## src/pkg/bms_regs.vh

```
`ifndef BMS_REGS_VH
`define BMS_REGS_VH
// ============================================================
// register indices (byte address = 4 * index)
`define BMS_ADDR_W        4
`define BMS_REG_CTRL      4'h0
`define BMS_REG_STATUS    4'h1
`define BMS_REG_IRQ_STAT  4'h2
`define BMS_REG_IRQ_MASK  4'h3
// ctrl fields
`define BMS_CTRL_HICCUP   0
`define BMS_CTRL_FHIGH    1
// irq / status bit positions
`define BMS_EV_RUN        0
`define BMS_EV_SHDN       1
`define BMS_EV_HICCUP     2
`define BMS_EV_OV         3
`define BMS_EV_PGBAD      4
`define BMS_EV_TSD        5
`define BMS_EV_W          6
// times, ns, as printed
`define BMS_CLK_NS        25
`define BMS_T_FILT_NS     1500
`define BMS_T_CFG_NS      90000
`define BMS_T_SHDN_NS     40000
// duty limits in percent
`define BMS_DMAX_LO_PCT   85
`define BMS_DMAX_HI_PCT   93
`define BMS_PCT_FULL      100
// hiccup counts
`define BMS_HIC_ENTER     64
`define BMS_HIC_RESET     8
// states
`define BMS_ST_SHDN       3'h0
`define BMS_ST_CFG        3'h1
`define BMS_ST_STBY       3'h2
`define BMS_ST_RUN        3'h3
`define BMS_ST_HIC        3'h4
`endif

```

## src/rtl/bms_sequencer.v

```verilog
// Design decisions made here: the address-and-strobe port and the address map.
`timescale 1ns/10ps
`include "bms_regs.vh"

module bms_sequencer #(
  parameter integer PERIOD_CYC  = 400,   // switching period at clk_i
  parameter integer HIC_OFF_CYC = 40000, // hiccup off period
  parameter integer CFG_CYC     = (`BMS_T_CFG_NS + `BMS_CLK_NS - 1) / `BMS_CLK_NS,
  parameter integer SHDN_CYC    = `BMS_T_SHDN_NS / `BMS_CLK_NS
) (
  input  wire        clk_i,
  input  wire        reset_n_i,
  input  wire        clk_en_i,
  input  wire        bias_ok_i,          // bias above 2.7 V
  input  wire        line_above_en_i,    // line above enable threshold
  input  wire        line_above_lock_i,  // line lockout comparator (50 mV hyst analog)
  input  wire        supply_ok_i,        // internal supply above lockout level
  input  wire        fb_above_ov_i,      // feedback above 110%
  input  wire        fb_above_ovclr_i,   // feedback above 105%
  input  wire        fb_above_uv_i,      // feedback above 90%
  input  wire        fb_above_uvclr_i,   // feedback above 95%
  input  wire        cur_limit_i,        // peak current limit tripped
  input  wire        pwm_off_i,          // loop asks switch off this cycle
  input  wire        over_temp_i,
  input  wire        sync_mode_i,        // external clock on line pin
  input  wire [3:0]  addr_i,
  input  wire [31:0] wdata_i,
  input  wire        wr_i,
  input  wire        rd_i,
  output reg  [31:0] rdata_o,
  output wire        irq_o,
  output reg         hyst_src_en_o,
  output reg         ss_pulldown_o,
  output reg         switch_en_o,
  output reg         regulators_en_o,
  output reg         power_good_pd_o,
  output reg         overvoltage_o,
  output reg         cycle_start_o
);

  // ============================================================
  // derived counts
  localparam integer FILT_CYC = (`BMS_T_FILT_NS + `BMS_CLK_NS - 1) / `BMS_CLK_NS + 1;
  localparam integer ON_LO    = PERIOD_CYC * `BMS_DMAX_LO_PCT / `BMS_PCT_FULL;
  localparam integer ON_HI    = PERIOD_CYC * `BMS_DMAX_HI_PCT / `BMS_PCT_FULL;
  localparam [31:0]  ZERO32   = 32'h0;

  reg  [2:0]  state;
  reg  [2:0]  next_state;
  reg  [31:0] tmr;
  reg  [15:0] filt_cnt;
  reg  [31:0] pcnt;
  reg  [6:0]  lim_cnt;
  reg  [3:0]  clean_cnt;
  reg         lim_seen;
  reg         sync_d;
  reg  [1:0]  ctrl;
  reg  [`BMS_EV_W-1:0] irq_stat;
  reg  [`BMS_EV_W-1:0] irq_mask;
  reg         hic_trip;
  reg         pg_bad_d;
  reg         ov_d;
  reg         tsd_d;

  wire        band_ok   = bias_ok_i & line_above_en_i & ~line_above_lock_i;
  wire        enter_ok  = bias_ok_i & line_above_en_i;
  wire        filt_done = (filt_cnt >= FILT_CYC[15:0]);
  wire        tmr_cfg   = (tmr >= CFG_CYC[31:0]);
  wire        tmr_shdn  = (tmr >= SHDN_CYC[31:0]);
  wire        tmr_hic   = (tmr >= HIC_OFF_CYC[31:0]);
  wire [31:0] on_max    = ctrl[`BMS_CTRL_FHIGH] ? ON_LO[31:0] : ON_HI[31:0];
  // the switch output is registered, so the cut is issued one count early
  wire        forced_off = (pcnt >= on_max - 32'h1);
  wire        sync_fall = sync_mode_i & sync_d & ~line_above_lock_i;
  wire        period_end = (pcnt >= PERIOD_CYC[31:0] - 32'h1);
  wire        new_cycle = period_end | (sync_fall & ~forced_off);
  wire        running   = (state == `BMS_ST_RUN);
  wire        sw_allow  = running & supply_ok_i & ~over_temp_i;
  // in sync mode the lockout comparator toggles with the clock, so it does not end run
  wire        line_low  = ~line_above_lock_i & ~sync_mode_i;

  // ============================================================
  // mode sequencing
  always @* begin
    next_state = state;
    case (state)
      `BMS_ST_SHDN: if (filt_done) next_state = `BMS_ST_CFG;
      `BMS_ST_CFG:  if (tmr_cfg)   next_state = `BMS_ST_STBY;
      `BMS_ST_STBY: if (line_above_lock_i) next_state = `BMS_ST_RUN;
      `BMS_ST_RUN: begin
        if (hic_trip)
          next_state = `BMS_ST_HIC;
        else if (line_low)
          next_state = `BMS_ST_STBY;
      end
      `BMS_ST_HIC:  if (tmr_hic) next_state = `BMS_ST_STBY;
      default:      next_state = `BMS_ST_SHDN;
    endcase
    // line below enable with the timer at the shutdown delay overrides every mode; in config and hiccup the timer counts from mode entry
    if (state != `BMS_ST_SHDN && tmr_shdn && !line_above_en_i)
      next_state = `BMS_ST_SHDN;
  end

  // state, start filter and shared timer
  always @(posedge clk_i or negedge reset_n_i) begin
    if (!reset_n_i) begin
      state    <= `BMS_ST_SHDN;
      tmr      <= ZERO32;
      filt_cnt <= 16'h0;
    end else if (clk_en_i) begin
      state <= next_state;
      // count starts in the enable band, then the line must stay above enable without a break
      if (state == `BMS_ST_SHDN && (band_ok || (filt_cnt != 16'h0 && enter_ok)))
        filt_cnt <= filt_done ? filt_cnt : filt_cnt + 16'h1;
      else
        filt_cnt <= 16'h0;
      // timer counts config, hiccup off time or shutdown delay
      if (next_state != state)
        tmr <= ZERO32;
      else if (state == `BMS_ST_CFG || state == `BMS_ST_HIC)
        tmr <= tmr + 32'h1;
      else if (state != `BMS_ST_SHDN && !line_above_en_i)
        tmr <= tmr + 32'h1;
      else
        tmr <= ZERO32;
    end
  end

  // ============================================================
  // switching period, duty limit, sync
  always @(posedge clk_i or negedge reset_n_i) begin
    if (!reset_n_i) begin
      pcnt          <= ZERO32;
      sync_d        <= 1'b0;
      switch_en_o   <= 1'b0;
      cycle_start_o <= 1'b0;
    end else if (clk_en_i) begin
      sync_d        <= line_above_lock_i;
      cycle_start_o <= new_cycle;
      pcnt          <= new_cycle ? ZERO32 : pcnt + 32'h1;
      // switch turns on at cycle start, off on loop, limit or forced off
      if (!sw_allow || ss_pulldown_o)
        switch_en_o <= 1'b0;
      else if (new_cycle)
        switch_en_o <= 1'b1;
      else if (forced_off || pwm_off_i || cur_limit_i)
        switch_en_o <= 1'b0;
    end
  end

  // ============================================================
  // hiccup cycle counting
  always @(posedge clk_i or negedge reset_n_i) begin
    if (!reset_n_i) begin
      lim_cnt   <= 7'h0;
      clean_cnt <= 4'h0;
      lim_seen  <= 1'b0;
      hic_trip  <= 1'b0;
    end else if (clk_en_i) begin
      hic_trip <= 1'b0;
      if (!running) begin
        lim_cnt   <= 7'h0;
        clean_cnt <= 4'h0;
        lim_seen  <= 1'b0;
      end else if (new_cycle) begin
        lim_seen <= cur_limit_i;
        if (lim_seen) begin
          clean_cnt <= 4'h0;
          if (lim_cnt == `BMS_HIC_ENTER - 1) begin
            lim_cnt  <= 7'h0;
            hic_trip <= ctrl[`BMS_CTRL_HICCUP];
          end else
            lim_cnt <= lim_cnt + 7'h1;
        end else if (clean_cnt == `BMS_HIC_RESET - 1) begin
          clean_cnt <= 4'h0;
          lim_cnt   <= 7'h0;
        end else
          clean_cnt <= clean_cnt + 4'h1;
      end else if (cur_limit_i)
        lim_seen <= 1'b1;
    end
  end

  // ============================================================
  // per-mode output decode; outputs lag the mode by one clock
  reg         next_regs_en;
  reg         next_hyst_en;
  reg         next_ss_pd;

  always @* begin
    next_regs_en = 1'b0;
    next_hyst_en = 1'b0;
    next_ss_pd   = 1'b1;
    case (state)
      `BMS_ST_SHDN: begin
        // all functions off, the line pin sees only its divider
        next_regs_en = 1'b0;
        next_hyst_en = 1'b0;
        next_ss_pd   = 1'b1;
      end
      `BMS_ST_CFG: begin
        next_regs_en = 1'b0;
        next_hyst_en = line_above_lock_i;
        next_ss_pd   = 1'b1;
      end
      `BMS_ST_STBY: begin
        next_regs_en = 1'b1;
        next_hyst_en = line_above_lock_i;
        next_ss_pd   = 1'b1;
      end
      `BMS_ST_RUN: begin
        next_regs_en = 1'b1;
        next_hyst_en = line_above_lock_i;
        // soft start ramps only with a good supply and no thermal fault
        next_ss_pd   = ~supply_ok_i | line_low | over_temp_i;
      end
      `BMS_ST_HIC: begin
        // regulators stay up so the restart needs no new configuration
        next_regs_en = 1'b1;
        next_hyst_en = line_above_lock_i;
        next_ss_pd   = 1'b1;
      end
      default: begin
        next_regs_en = 1'b0;
        next_hyst_en = 1'b0;
        next_ss_pd   = 1'b1;
      end
    endcase
  end

  // ============================================================
  // analog-facing outputs and fault hysteresis
  always @(posedge clk_i or negedge reset_n_i) begin
    if (!reset_n_i) begin
      hyst_src_en_o   <= 1'b0;
      ss_pulldown_o   <= 1'b1;
      regulators_en_o <= 1'b0;
      power_good_pd_o <= 1'b1;
      overvoltage_o   <= 1'b0;
    end else if (clk_en_i) begin
      hyst_src_en_o   <= next_hyst_en;
      regulators_en_o <= next_regs_en;
      ss_pulldown_o   <= next_ss_pd;
      if (fb_above_ov_i)
        overvoltage_o <= 1'b1;
      else if (!fb_above_ovclr_i)
        overvoltage_o <= 1'b0;
      if (!fb_above_uv_i)
        power_good_pd_o <= 1'b1;
      else if (fb_above_uvclr_i)
        power_good_pd_o <= 1'b0;
    end
  end

  // ============================================================
  // register port and sticky interrupts
  wire [`BMS_EV_W-1:0] events;
  assign events[`BMS_EV_RUN]    = (next_state == `BMS_ST_RUN) & ~running;
  assign events[`BMS_EV_SHDN]   = (next_state == `BMS_ST_SHDN) & (state != `BMS_ST_SHDN);
  assign events[`BMS_EV_HICCUP] = hic_trip;
  assign events[`BMS_EV_OV]     = overvoltage_o & ~ov_d;
  assign events[`BMS_EV_PGBAD]  = power_good_pd_o & ~pg_bad_d;
  assign events[`BMS_EV_TSD]    = over_temp_i & ~tsd_d;
  assign irq_o = |(irq_stat & irq_mask);

  // status readback: live outputs beside the mode code
  wire [31:0] status_word;
  assign status_word[2:0]   = state;
  assign status_word[3]     = 1'b0;
  assign status_word[4]     = regulators_en_o;
  assign status_word[5]     = hyst_src_en_o;
  assign status_word[6]     = power_good_pd_o;
  assign status_word[7]     = overvoltage_o;
  assign status_word[8]     = ss_pulldown_o;
  assign status_word[9]     = switch_en_o;
  assign status_word[31:10] = 22'h0;

  // sticky status bits, one per event
  genvar gi;
  generate
    for (gi = 0; gi < `BMS_EV_W; gi = gi + 1) begin : g_sticky
      wire clr_hit = wr_i & (addr_i == `BMS_REG_IRQ_STAT) & wdata_i[gi];
      always @(posedge clk_i or negedge reset_n_i) begin
        if (!reset_n_i) begin
          irq_stat[gi] <= 1'b0;
        end else if (clk_en_i) begin
          // a new event wins over a simultaneous write-one-to-clear
          if (events[gi])
            irq_stat[gi] <= 1'b1;
          else if (clr_hit)
            irq_stat[gi] <= 1'b0;
        end
      end
    end
  endgenerate

  always @(posedge clk_i or negedge reset_n_i) begin
    if (!reset_n_i) begin
      ctrl     <= 2'h0;
      irq_mask <= {`BMS_EV_W{1'b0}};
      rdata_o  <= ZERO32;
      ov_d     <= 1'b0;
      pg_bad_d <= 1'b1;
      tsd_d    <= 1'b0;
    end else if (clk_en_i) begin
      ov_d     <= overvoltage_o;
      pg_bad_d <= power_good_pd_o;
      tsd_d    <= over_temp_i;
      if (wr_i && addr_i == `BMS_REG_CTRL)
        ctrl <= wdata_i[1:0];
      if (wr_i && addr_i == `BMS_REG_IRQ_MASK)
        irq_mask <= wdata_i[`BMS_EV_W-1:0];
      rdata_o <= ZERO32;
      if (rd_i) begin
        case (addr_i)
          `BMS_REG_CTRL:     rdata_o <= {30'h0, ctrl};
          `BMS_REG_STATUS:   rdata_o <= status_word;
          `BMS_REG_IRQ_STAT: rdata_o <= {26'h0, irq_stat};
          `BMS_REG_IRQ_MASK: rdata_o <= {26'h0, irq_mask};
          default:           rdata_o <= ZERO32;
        endcase
      end
    end
  end

endmodule // bms_sequencer

```

## config.mk

```make
export PLATFORM = sky130hd
export DESIGN_NAME = bms_sequencer
export DESIGN_NICKNAME = d
export VERILOG_FILES = /design/src/rtl/bms_sequencer.v
export VERILOG_INCLUDE_DIRS = /design/src /design/src/pkg
export SDC_FILE = /design/constraint.sdc
export NUM_CORES = 1
export LEC_CHECK = 0
export BUFFER_PORTS_ARGS = -buffer_cell sky130_fd_sc_hd__clkbuf_2
export CAP_MARGIN = 20
export CORE_ASPECT_RATIO = 0.5
export CORE_MARGIN = 3
export CORE_UTILIZATION = 60
export DETAILED_ROUTE_END_ITERATION = 8
export PLACE_DENSITY = 0.91
export SYNTH_ARGS = -nofsm -noshare
export SYNTH_HDL_FRONTEND = slang
export SYNTH_SLANG_ARGS = --single-unit
```

## constraint.sdc

```tcl
create_clock -name clk_i -period 3.75 [get_ports clk_i]
set_input_delay 0.75 -clock clk_i [delete_from_list [all_inputs] [get_ports clk_i]]
set_output_delay 0.75 -clock clk_i [all_outputs]
set_load 0.02 [all_outputs]
```

# Yosys cells after proc, flatten, opt, wreduce, memory -nomap -nowiden

Index checks and enable logic that the tools add are counted.

Bits in registers: 153
Bits in latches: 0
Memory bits (writable): 0
ROM bits: 0
Input port bits: 53
Output and inout bits: 40
Logic and storage cells: 189
Memories kept: 0

Add/subtract/negate cells: 6
$mul: 0
Div/mod/pow operators: 0
$lt $le $gt $ge: 6
Equality and inequality tests: 17
Shift-type cells: 0
Multiplexer cells: 55
Bitwise gates (word level): 33
Reductions and logical operators: 44

Operators with widths:

| cell                                                  | count |
|---|---|
| two-way mux 32 bit                                    | 4 |
| adder 32 x 1 -> 32 bit, second input constant         | 2 |
| one-hot mux 10 bit (4 select lines)                   | 1 |
| two-way mux 7 bit                                     | 5 |
| >= comparator 32 x 11 -> 1 bit, second input constant | 1 |
| >= comparator 32 x 12 -> 1 bit, second input constant | 1 |
| >= comparator 32 x 16 -> 1 bit, second input constant | 1 |
| >= comparator 32 bit                                  | 1 |
| >= comparator 32 x 9 -> 1 bit, second input constant  | 1 |
| two-way mux 16 bit                                    | 2 |
| two-way mux 1 bit                                     | 29 |
| AND reduction 2 bit                                   | 14 |
| two-way mux 3 bit                                     | 7 |
| bitwise AND 1 bit                                     | 20 |
| adder 16 x 1 -> 16 bit, second input constant         | 1 |
| >= comparator 16 x 6 -> 1 bit, second input constant  | 1 |
| two-way mux 4 bit                                     | 4 |
| nonzero test 16 bit                                   | 1 |
| one-hot mux 3 bit (5 select lines)                    | 1 |
| nonzero test 2 bit                                    | 6 |
| two-way mux 10 bit                                    | 1 |
| subtractor 9 x 1 -> 10 bit, second input constant     | 1 |
| == test 3 x 2 -> 1 bit, second input constant         | 3 |
| inverter 1 bit                                        | 9 |
| other kinds (26)                                      | 44 |

# Depth between registers and ports, before layout

Gate-level depths: netlist of the first run.

Depth in word-level cells: 10
Gate-level depth with buffers: 9

# Least setup slack after synthesis of the first run

Ideal clock, no wire load.

Path type: input to register
Start: input clk_en_i
End: register pcnt[25]
Arrival time: 2.173 ns
Data required time: 3.629 ns
Setup slack: 1.456 ns
Stages on the path: 8
Buffers on the path: 1
Cell sequence: buf_4 > nand4_1 > nor2_1 > nand4_1 > nor4_1 > nand2_1 > xor2_1 > nor2_1

RTL lines:

| item                   | line                | text |
|---|---|---|
| start: declaration     | bms_sequencer.v:13  | `input wire clk_en_i,` |
| end signal: assignment | bms_sequencer.v:140 | `pcnt <= new_cycle ? ZERO32 : pcnt + 32'h1;` |
| end: declaration       | bms_sequencer.v:52  | `reg [31:0] pcnt;` |

# Worst setup path in the final report of the first run

Start: register tmr[26]
End: register tmr[12]

Word-level cells in the longest chain between the ends: 6
Elaborated cells between the ends (all ways): 11

RTL lines:

| item                                                                    | line                                    | text |
|---|---|---|
| start: declaration                                                      | bms_sequencer.v:50                      | `reg [31:0] tmr;` |
| start signal: assignment                                                | bms_sequencer.v:121                     | `tmr <= tmr + 32'h1;` |
| start signal: assignment                                                | bms_sequencer.v:123                     | `tmr <= tmr + 32'h1;` |
| >= comparator 32 x 16 -> 1 bit, or another cell as far along            | bms_sequencer.v:70                      | `wire tmr_hic = (tmr >= HIC_OFF_CYC[31:0]);` |
| two-way mux 3 bit, or another cell as far along                         | bms_sequencer.v:96                      | `` `BMS_ST_HIC: if (tmr_hic) next_state = `BMS_ST_STBY; `` |
| one-hot mux 3 bit (5 select lines) or logical AND 1 bit (tied branches) | bms_sequencer.v:86, bms_sequencer.v:100 |  |
| two-way mux 3 bit *                                                     | bms_sequencer.v:100                     | `` if (state != `BMS_ST_SHDN && tmr_shdn && !line_above_en_i) `` |
| != test 3 bit *                                                         | bms_sequencer.v:118                     | `if (next_state != state)` |
| two-way mux 32 bit *                                                    | bms_sequencer.v:118                     |  |

Every way passes the cells marked *; elsewhere a longest branch is shown, timed or not.
A chain may end at the register's enable or synchronous reset.

==> impl_metrics.ini, run 1 <==
[finish]
final_cells = 875
layout-drive-gt1-share = 0.158
n_antenna_cell = 0
finish.net_count = 785
syn_to_final_growth_pct = 11.7

[clocking]
htreeDepth = 4
clk_pin_slew_ps = 60
cts_tree = built
clockRootBuffer = clkbuf_16
cts_hold_buf = 0
cts_resized = 0
post_cts.repair.setup_buffers = 0
cts-buffers-inserted = 17
clk_latency_ps = 420
cts_buffer_depth = 2
cts_sinks = 131

[drt]
dr.pass1.iters = 5
antenna_left = 0
dr.first_iter.drc_count = 725
avgRoutedWirePerCell_um = 18.3
route.met3.wl_mm = 1.08
dr.max_layer_used = met4
drc_errors = 0
routed_wl_mm = 16.0
wl_met1_mm = 6.60
met2_length_mm = 7.80
dr_total_vias = 5627
vias_per_cell = 6.43

[floorplan]
core_area_um2 = 10600
die_area_um2 = 12600
start_util = 0.639
ios = 93
fp-row-count = 26
die_h_um = 81.0
fp.dieW_um = 156

[worst_setup_path]
critical-path-max-stage-delay_ps = 480
cpMaxStageDelayCell = a21oi_4
critical_path_peak_fanout = 21
cp-end-kind = flip-flop
path_class = reg -> reg
cp_cell_sequence = nor4_1 > nand4_1 > nor2_1 > o31ai_1 > a21oi_4 > nand3_2 > o221ai_1
worst_setup_path_start_kind = flip-flop
worstPathArrival_ps = 3050
r2r_cells = 7
r2r_setup_slack_ps = 1030
required_ps = 4080

[timing]
fin_setup_tns_ps = 0
min_period_ps = 2720
setup_viol = 0
fmax_mhz = 368
worstMarginPinSlew_ps = 809
rsz0062_at_grt = false
finalHoldViolCount = 0
slew_viol_final = 0
min_period_over_period = 0.725
fin_skew_ps = 8.05
relSlewSlack = 0.461

[grt]
grt_overflow = 0
grt_usage = 0.266
grt_pass1_wl_mm = 26.6
grt_max_degree = 76
antenna_found_initial = 0
grt_pass1_vias = 5482

[power]
cellLeakagePower_nw = 3.51
power_density_nw_per_um2 = 527
vdd_drop_max_mv = 0.350

[synth]
yosysTopAreaCellShare = 0.474
synth_edf_count = 0
synth_top_cells_by_count = dfrtp_1, nor2_1, nand2_1
yosys.area.top_type = dfrtp_1
synth_top_flop_cell = dfrtp_1
syn_avg_cell_area_um2 = 9.86
ys_types = 71
yosysSeqAreaShare = 0.486
yosysMostFrequentCell = dfrtp_1
synth_warnings = 0
syn_inst = 685
ys_ff_latch = 131
synthTopCellsByArea = dfrtp_1, nor2_1, buf_4
async_flop_share = 1.00
syn_area_um2 = 6750

[placement]
dp_cells = 843
place.gp.congestion = 0.899
hpwlAfterDp_mm = 9.94
io_buffers = 44

[run_status]
outcome = complete, no violations

[worst_hold_path]
hold_path.class = in -> async

[job]
max_cap_viol_count = 0
## per-stage QoR
step	power [mW]	utilization	hold slack (ps)	setup slack [ps]	instance area [µm²]
after floorplan	2.10	-	435	1460	6830
final	3.97	0.714	421	1030	7550
after detailed placement	2.24	0.656	466	968	6940
after CTS	3.96	0.714	456	1090	7550
after global placement	2.20	0.656	444	1010	6940
after global routing	4.12	0.714	472	742	7550
## path summary, 6_finish.rpt
check,to,from
max reg2reg,tmr[12]$_DFFE_PN0P_,tmr[26]$_DFFE_PN0P_
min,pcnt[15]$_DFFE_PN0P_,reset_n_i
min reg2reg,irq_stat[5]$_DFFE_PN0P_,tsd_d$_DFFE_PN0P_
max,tmr[12]$_DFFE_PN0P_,tmr[26]$_DFFE_PN0P_
max in group asynchronous,power_good_pd_o$_DFFE_PN1P_,reset_n_i
min in group clk_i,irq_stat[5]$_DFFE_PN0P_,tsd_d$_DFFE_PN0P_
## worst max-delay path: cells and delay by family (launching register included)
| kind | cells | cell delay, ps |
|---|---|---|
| simple gates | 4 | 1340 |
| flops | 1 | 380 |
| compound gates | 3 | 900 |
## cell families after synthesis
kind of cell / count (synthesis) / share of synthesized area
adders and majority gates: 10 / 0.0185
buffers and inverters: 81 / 0.0678
DFF: 131 / 0.486
muxes: 19 / 0.0343
and+or+nand+nor: 283 / 0.217
xor gates and xnor gates: 20 / 0.0259
AOI/OAI and AO/OA: 140 / 0.150
other: 1 / 0.000555
## per-layer routing
metal  track usage  vias up
met2         0.451      292
met5             0        -
met4         0.126        0
met1         0.332     2763
li1              -     2512
met3        0.0564       60
## sequential cells by signal, summed over array words and instances, names as in the netlist, 4 cells and up
name       cells
tmr           32
irq_stat       6
filt_cnt      16
pcnt          32
irq_mask       6
rdata_o       10
clean_cnt      4
lim_cnt        7
## placed cells by master (no fill, tap or decap), drive strengths merged, types with 13 or more instances in the layout
master     n
a31oi     24
dfrtp    128
o21ai     34
nor4      20
conb      22
nand2     58
nor2b     21
a21oi     16
nor2      77
nand3     28
mux2      13
inv       29
and3      20
o2bb2ai   18
nand4     16
clkbuf    64
## power breakdown
| part | total, mW | internal (mW) | switching, mW |
|---|---|---|---|
| clock network | 1.72 | 1.08 | 0.637 |
| logic | 0.609 | 0.212 | 0.397 |
| registers | 1.64 | 1.51 | 0.131 |
| total | 3.97 | 2.81 | 1.16 |
## area by class of cell
cell class                      count  area, µm²
Clock buffer                       21        460
Clock inverter                     11        151
Fill cell                         668       3030
Inverter                           28        105
Multi-Input combinational cell    494       3090
Sequential cell                   131       3280
Tap cell                          140        175
Timing Repair Buffer               50        280
Note: power is estimated with default switching activity, not from simulation.
==> run 2: changes to the inputs <==
CORE_UTILIZATION = 52   (was 60)
PLACE_DENSITY = 0.84   (was 0.91)
clock period = 2.29 ns   (was 3.75 ns; I/O delays follow)
==> impl_metrics.ini, run 2 (same netlist as run 1, synthesis figures left out) <==
[run_status]
outcome = complete, no violations

[placement]
io_buffers = 44
dp_cells = 914
hpwlAfterDp_mm = 11.1
place_area_um2 = 7340
place.gp.congestion = 0.860

[timing]
worstMarginPinSlew_ps = 650
setup_viol = 0
fin_skew_ps = 10.8
min_period_over_period = 0.991
fmax_mhz = 440
fin_setup_tns_ps = 0
finalHoldViolCount = 0
relSlewSlack = 0.563
slew_viol_final = 0
rsz0062_at_grt = true
min_period_ps = 2270

[drt]
antenna_left = 0
drc_errors = 0
route.met3.wl_um = 952
dr.max_layer_used = met4
dr.pass1.iters = 5
wl_met1_mm = 7.08
routed_wl_mm = 17.0
avgRoutedWirePerCell_um = 17.8
dr_total_vias = 5767
vias_per_cell = 6.05
met2_length_mm = 8.55
dr.first_iter.drc_count = 605

[grt]
grt_pass1_wl_mm = 26.7
antenna_found_initial = 0
grt_pass1_vias = 5558
grt_usage = 0.231
grt_max_degree = 43
grt_overflow = 0

[worst_setup_path]
worst_setup_path_start_kind = flip-flop
worstPathArrival_ps = 2560
cpMaxStageDelayCell = dfrtp_1
cp_top_family = compound AO/OA/AOI/OAI gates
cp_cell_sequence = ha_2 > o311a_1 > o21ai_1 > a211oi_2 > o211a_1 > nor2_1 > buf_4 > nor2_1
cp-end-kind = flip-flop
critical-path-max-stage-delay_ps = 400
critical_path_peak_fanout = 27
path_class = reg -> reg
path_common_cell = nor2_1
critPathBufInv = 1
required_ps = 2580

[clocking]
cts_buffer_depth = 2
clk_latency_ps = 420
clk_pin_slew_ps = 50
cts_tree = built
cts-buffers-inserted = 17
htreeDepth = 4
clockRootBuffer = clkbuf_16
cts_sinks = 131

[power]
share_seq_of_total_power = 0.388
power_density_nw_per_um2 = 833
switchingPower_mw = 1.93
power_switching_share = 0.281
clockPowerShare = 0.409
p_comb_frac = 0.203
cellLeakagePower_nw = 3.84
vdd_drop_max_mv = 0.533
power_mw = 6.87
intPower_mw = 4.94

[finish]
syn_to_final_growth_pct = 22.1
reg.largest.list = pcnt: 32 flops, tmr: 32 flops, filt_cnt: 16 flops
fin_area_um2 = 8250
final_cell_mix = dfrtp_1, nor2_1, nand2_1
n_antenna_cell = 0
final_cells = 954
finish.net_count = 839
mostFrequentLayoutCell = dfrtp_1
final_util = 0.675
layout-drive-gt1-share = 0.246

[floorplan]
fp.dieW_um = 167
fp-row-count = 28
die_h_um = 86.6
core_area_um2 = 12200
ios = 93
die_area_um2 = 14500
start_util = 0.552

[job]
max_cap_viol_count = 0

[worst_hold_path]
hold_path.class = in -> reg
-- run 2: metrics by stage --
step	setup WS [ps]	hold slack (ps)
4_1_cts	0.538	192
6_report	19.5	196
2_1_floorplan	79.0	162
3_5_place_dp	-40.7	375
3_3_place_gp	66.1	369
5_1_grt	-120	209
-- run 2: worst paths after layout --
check                                          from                           to  slack [ps]  depth (start not counted)
worst max register to register  pcnt[0]$_DFFE_PN0P_         pcnt[29]$_DFFE_PN0P_          20                          8
worst min-delay path                  fb_above_uv_i  power_good_pd_o$_DFFE_PN1P_         200                          2
worst max-delay path            pcnt[0]$_DFFE_PN0P_         pcnt[29]$_DFFE_PN0P_          20                          8
worst min register to register    tsd_d$_DFFE_PN0P_      irq_stat[5]$_DFFE_PN0P_         470                          1
min in group asynchronous                 reset_n_i          tmr[22]$_DFFE_PN0P_         470                          2
max in group asynchronous                 reset_n_i         pcnt[10]$_DFFE_PN0P_        1110                          3
-- run 2: metal layers --
layer / vias to the layer above / track usage
met1: 2871 / 0.283
li1: 2634 / -
met5: - / 0
met2: 218 / 0.401
met3: 44 / 0.0556
met4: 0 / 0.0928
-- run 2: area by class of cell --
class                           instances  area (µm²)
Sequential cell                       131        3280
Clock inverter                          4        95.1
Timing Repair Buffer                  104         743
Tap cell                              165         206
Multi-Input combinational cell        494        3300
Fill cell                             821        3980
Inverter                               28         105
Clock buffer                           28         517
-- run 2: power by group through the flow --
stage	Clock, mW	Sequential (mW)	Combinational (mW)
CTS	2.83	2.65	1.20
global placement	0	2.67	1.09
floorplan	0	2.65	0.794
global route	2.95	2.68	1.51
detailed placement	0	2.69	1.14
finish	2.81	2.66	1.39
-- run 2: timing repair --
item                                    4_1_cts  5_1_grt
cloned                                        0        1
endpoints found under the hold margin        16        0
endpoints found under the setup margin       14       61
resized for setup                             5       40
setup buffers                                 1        6
pin swaps                                     3       22
hold buffers                                  1        0
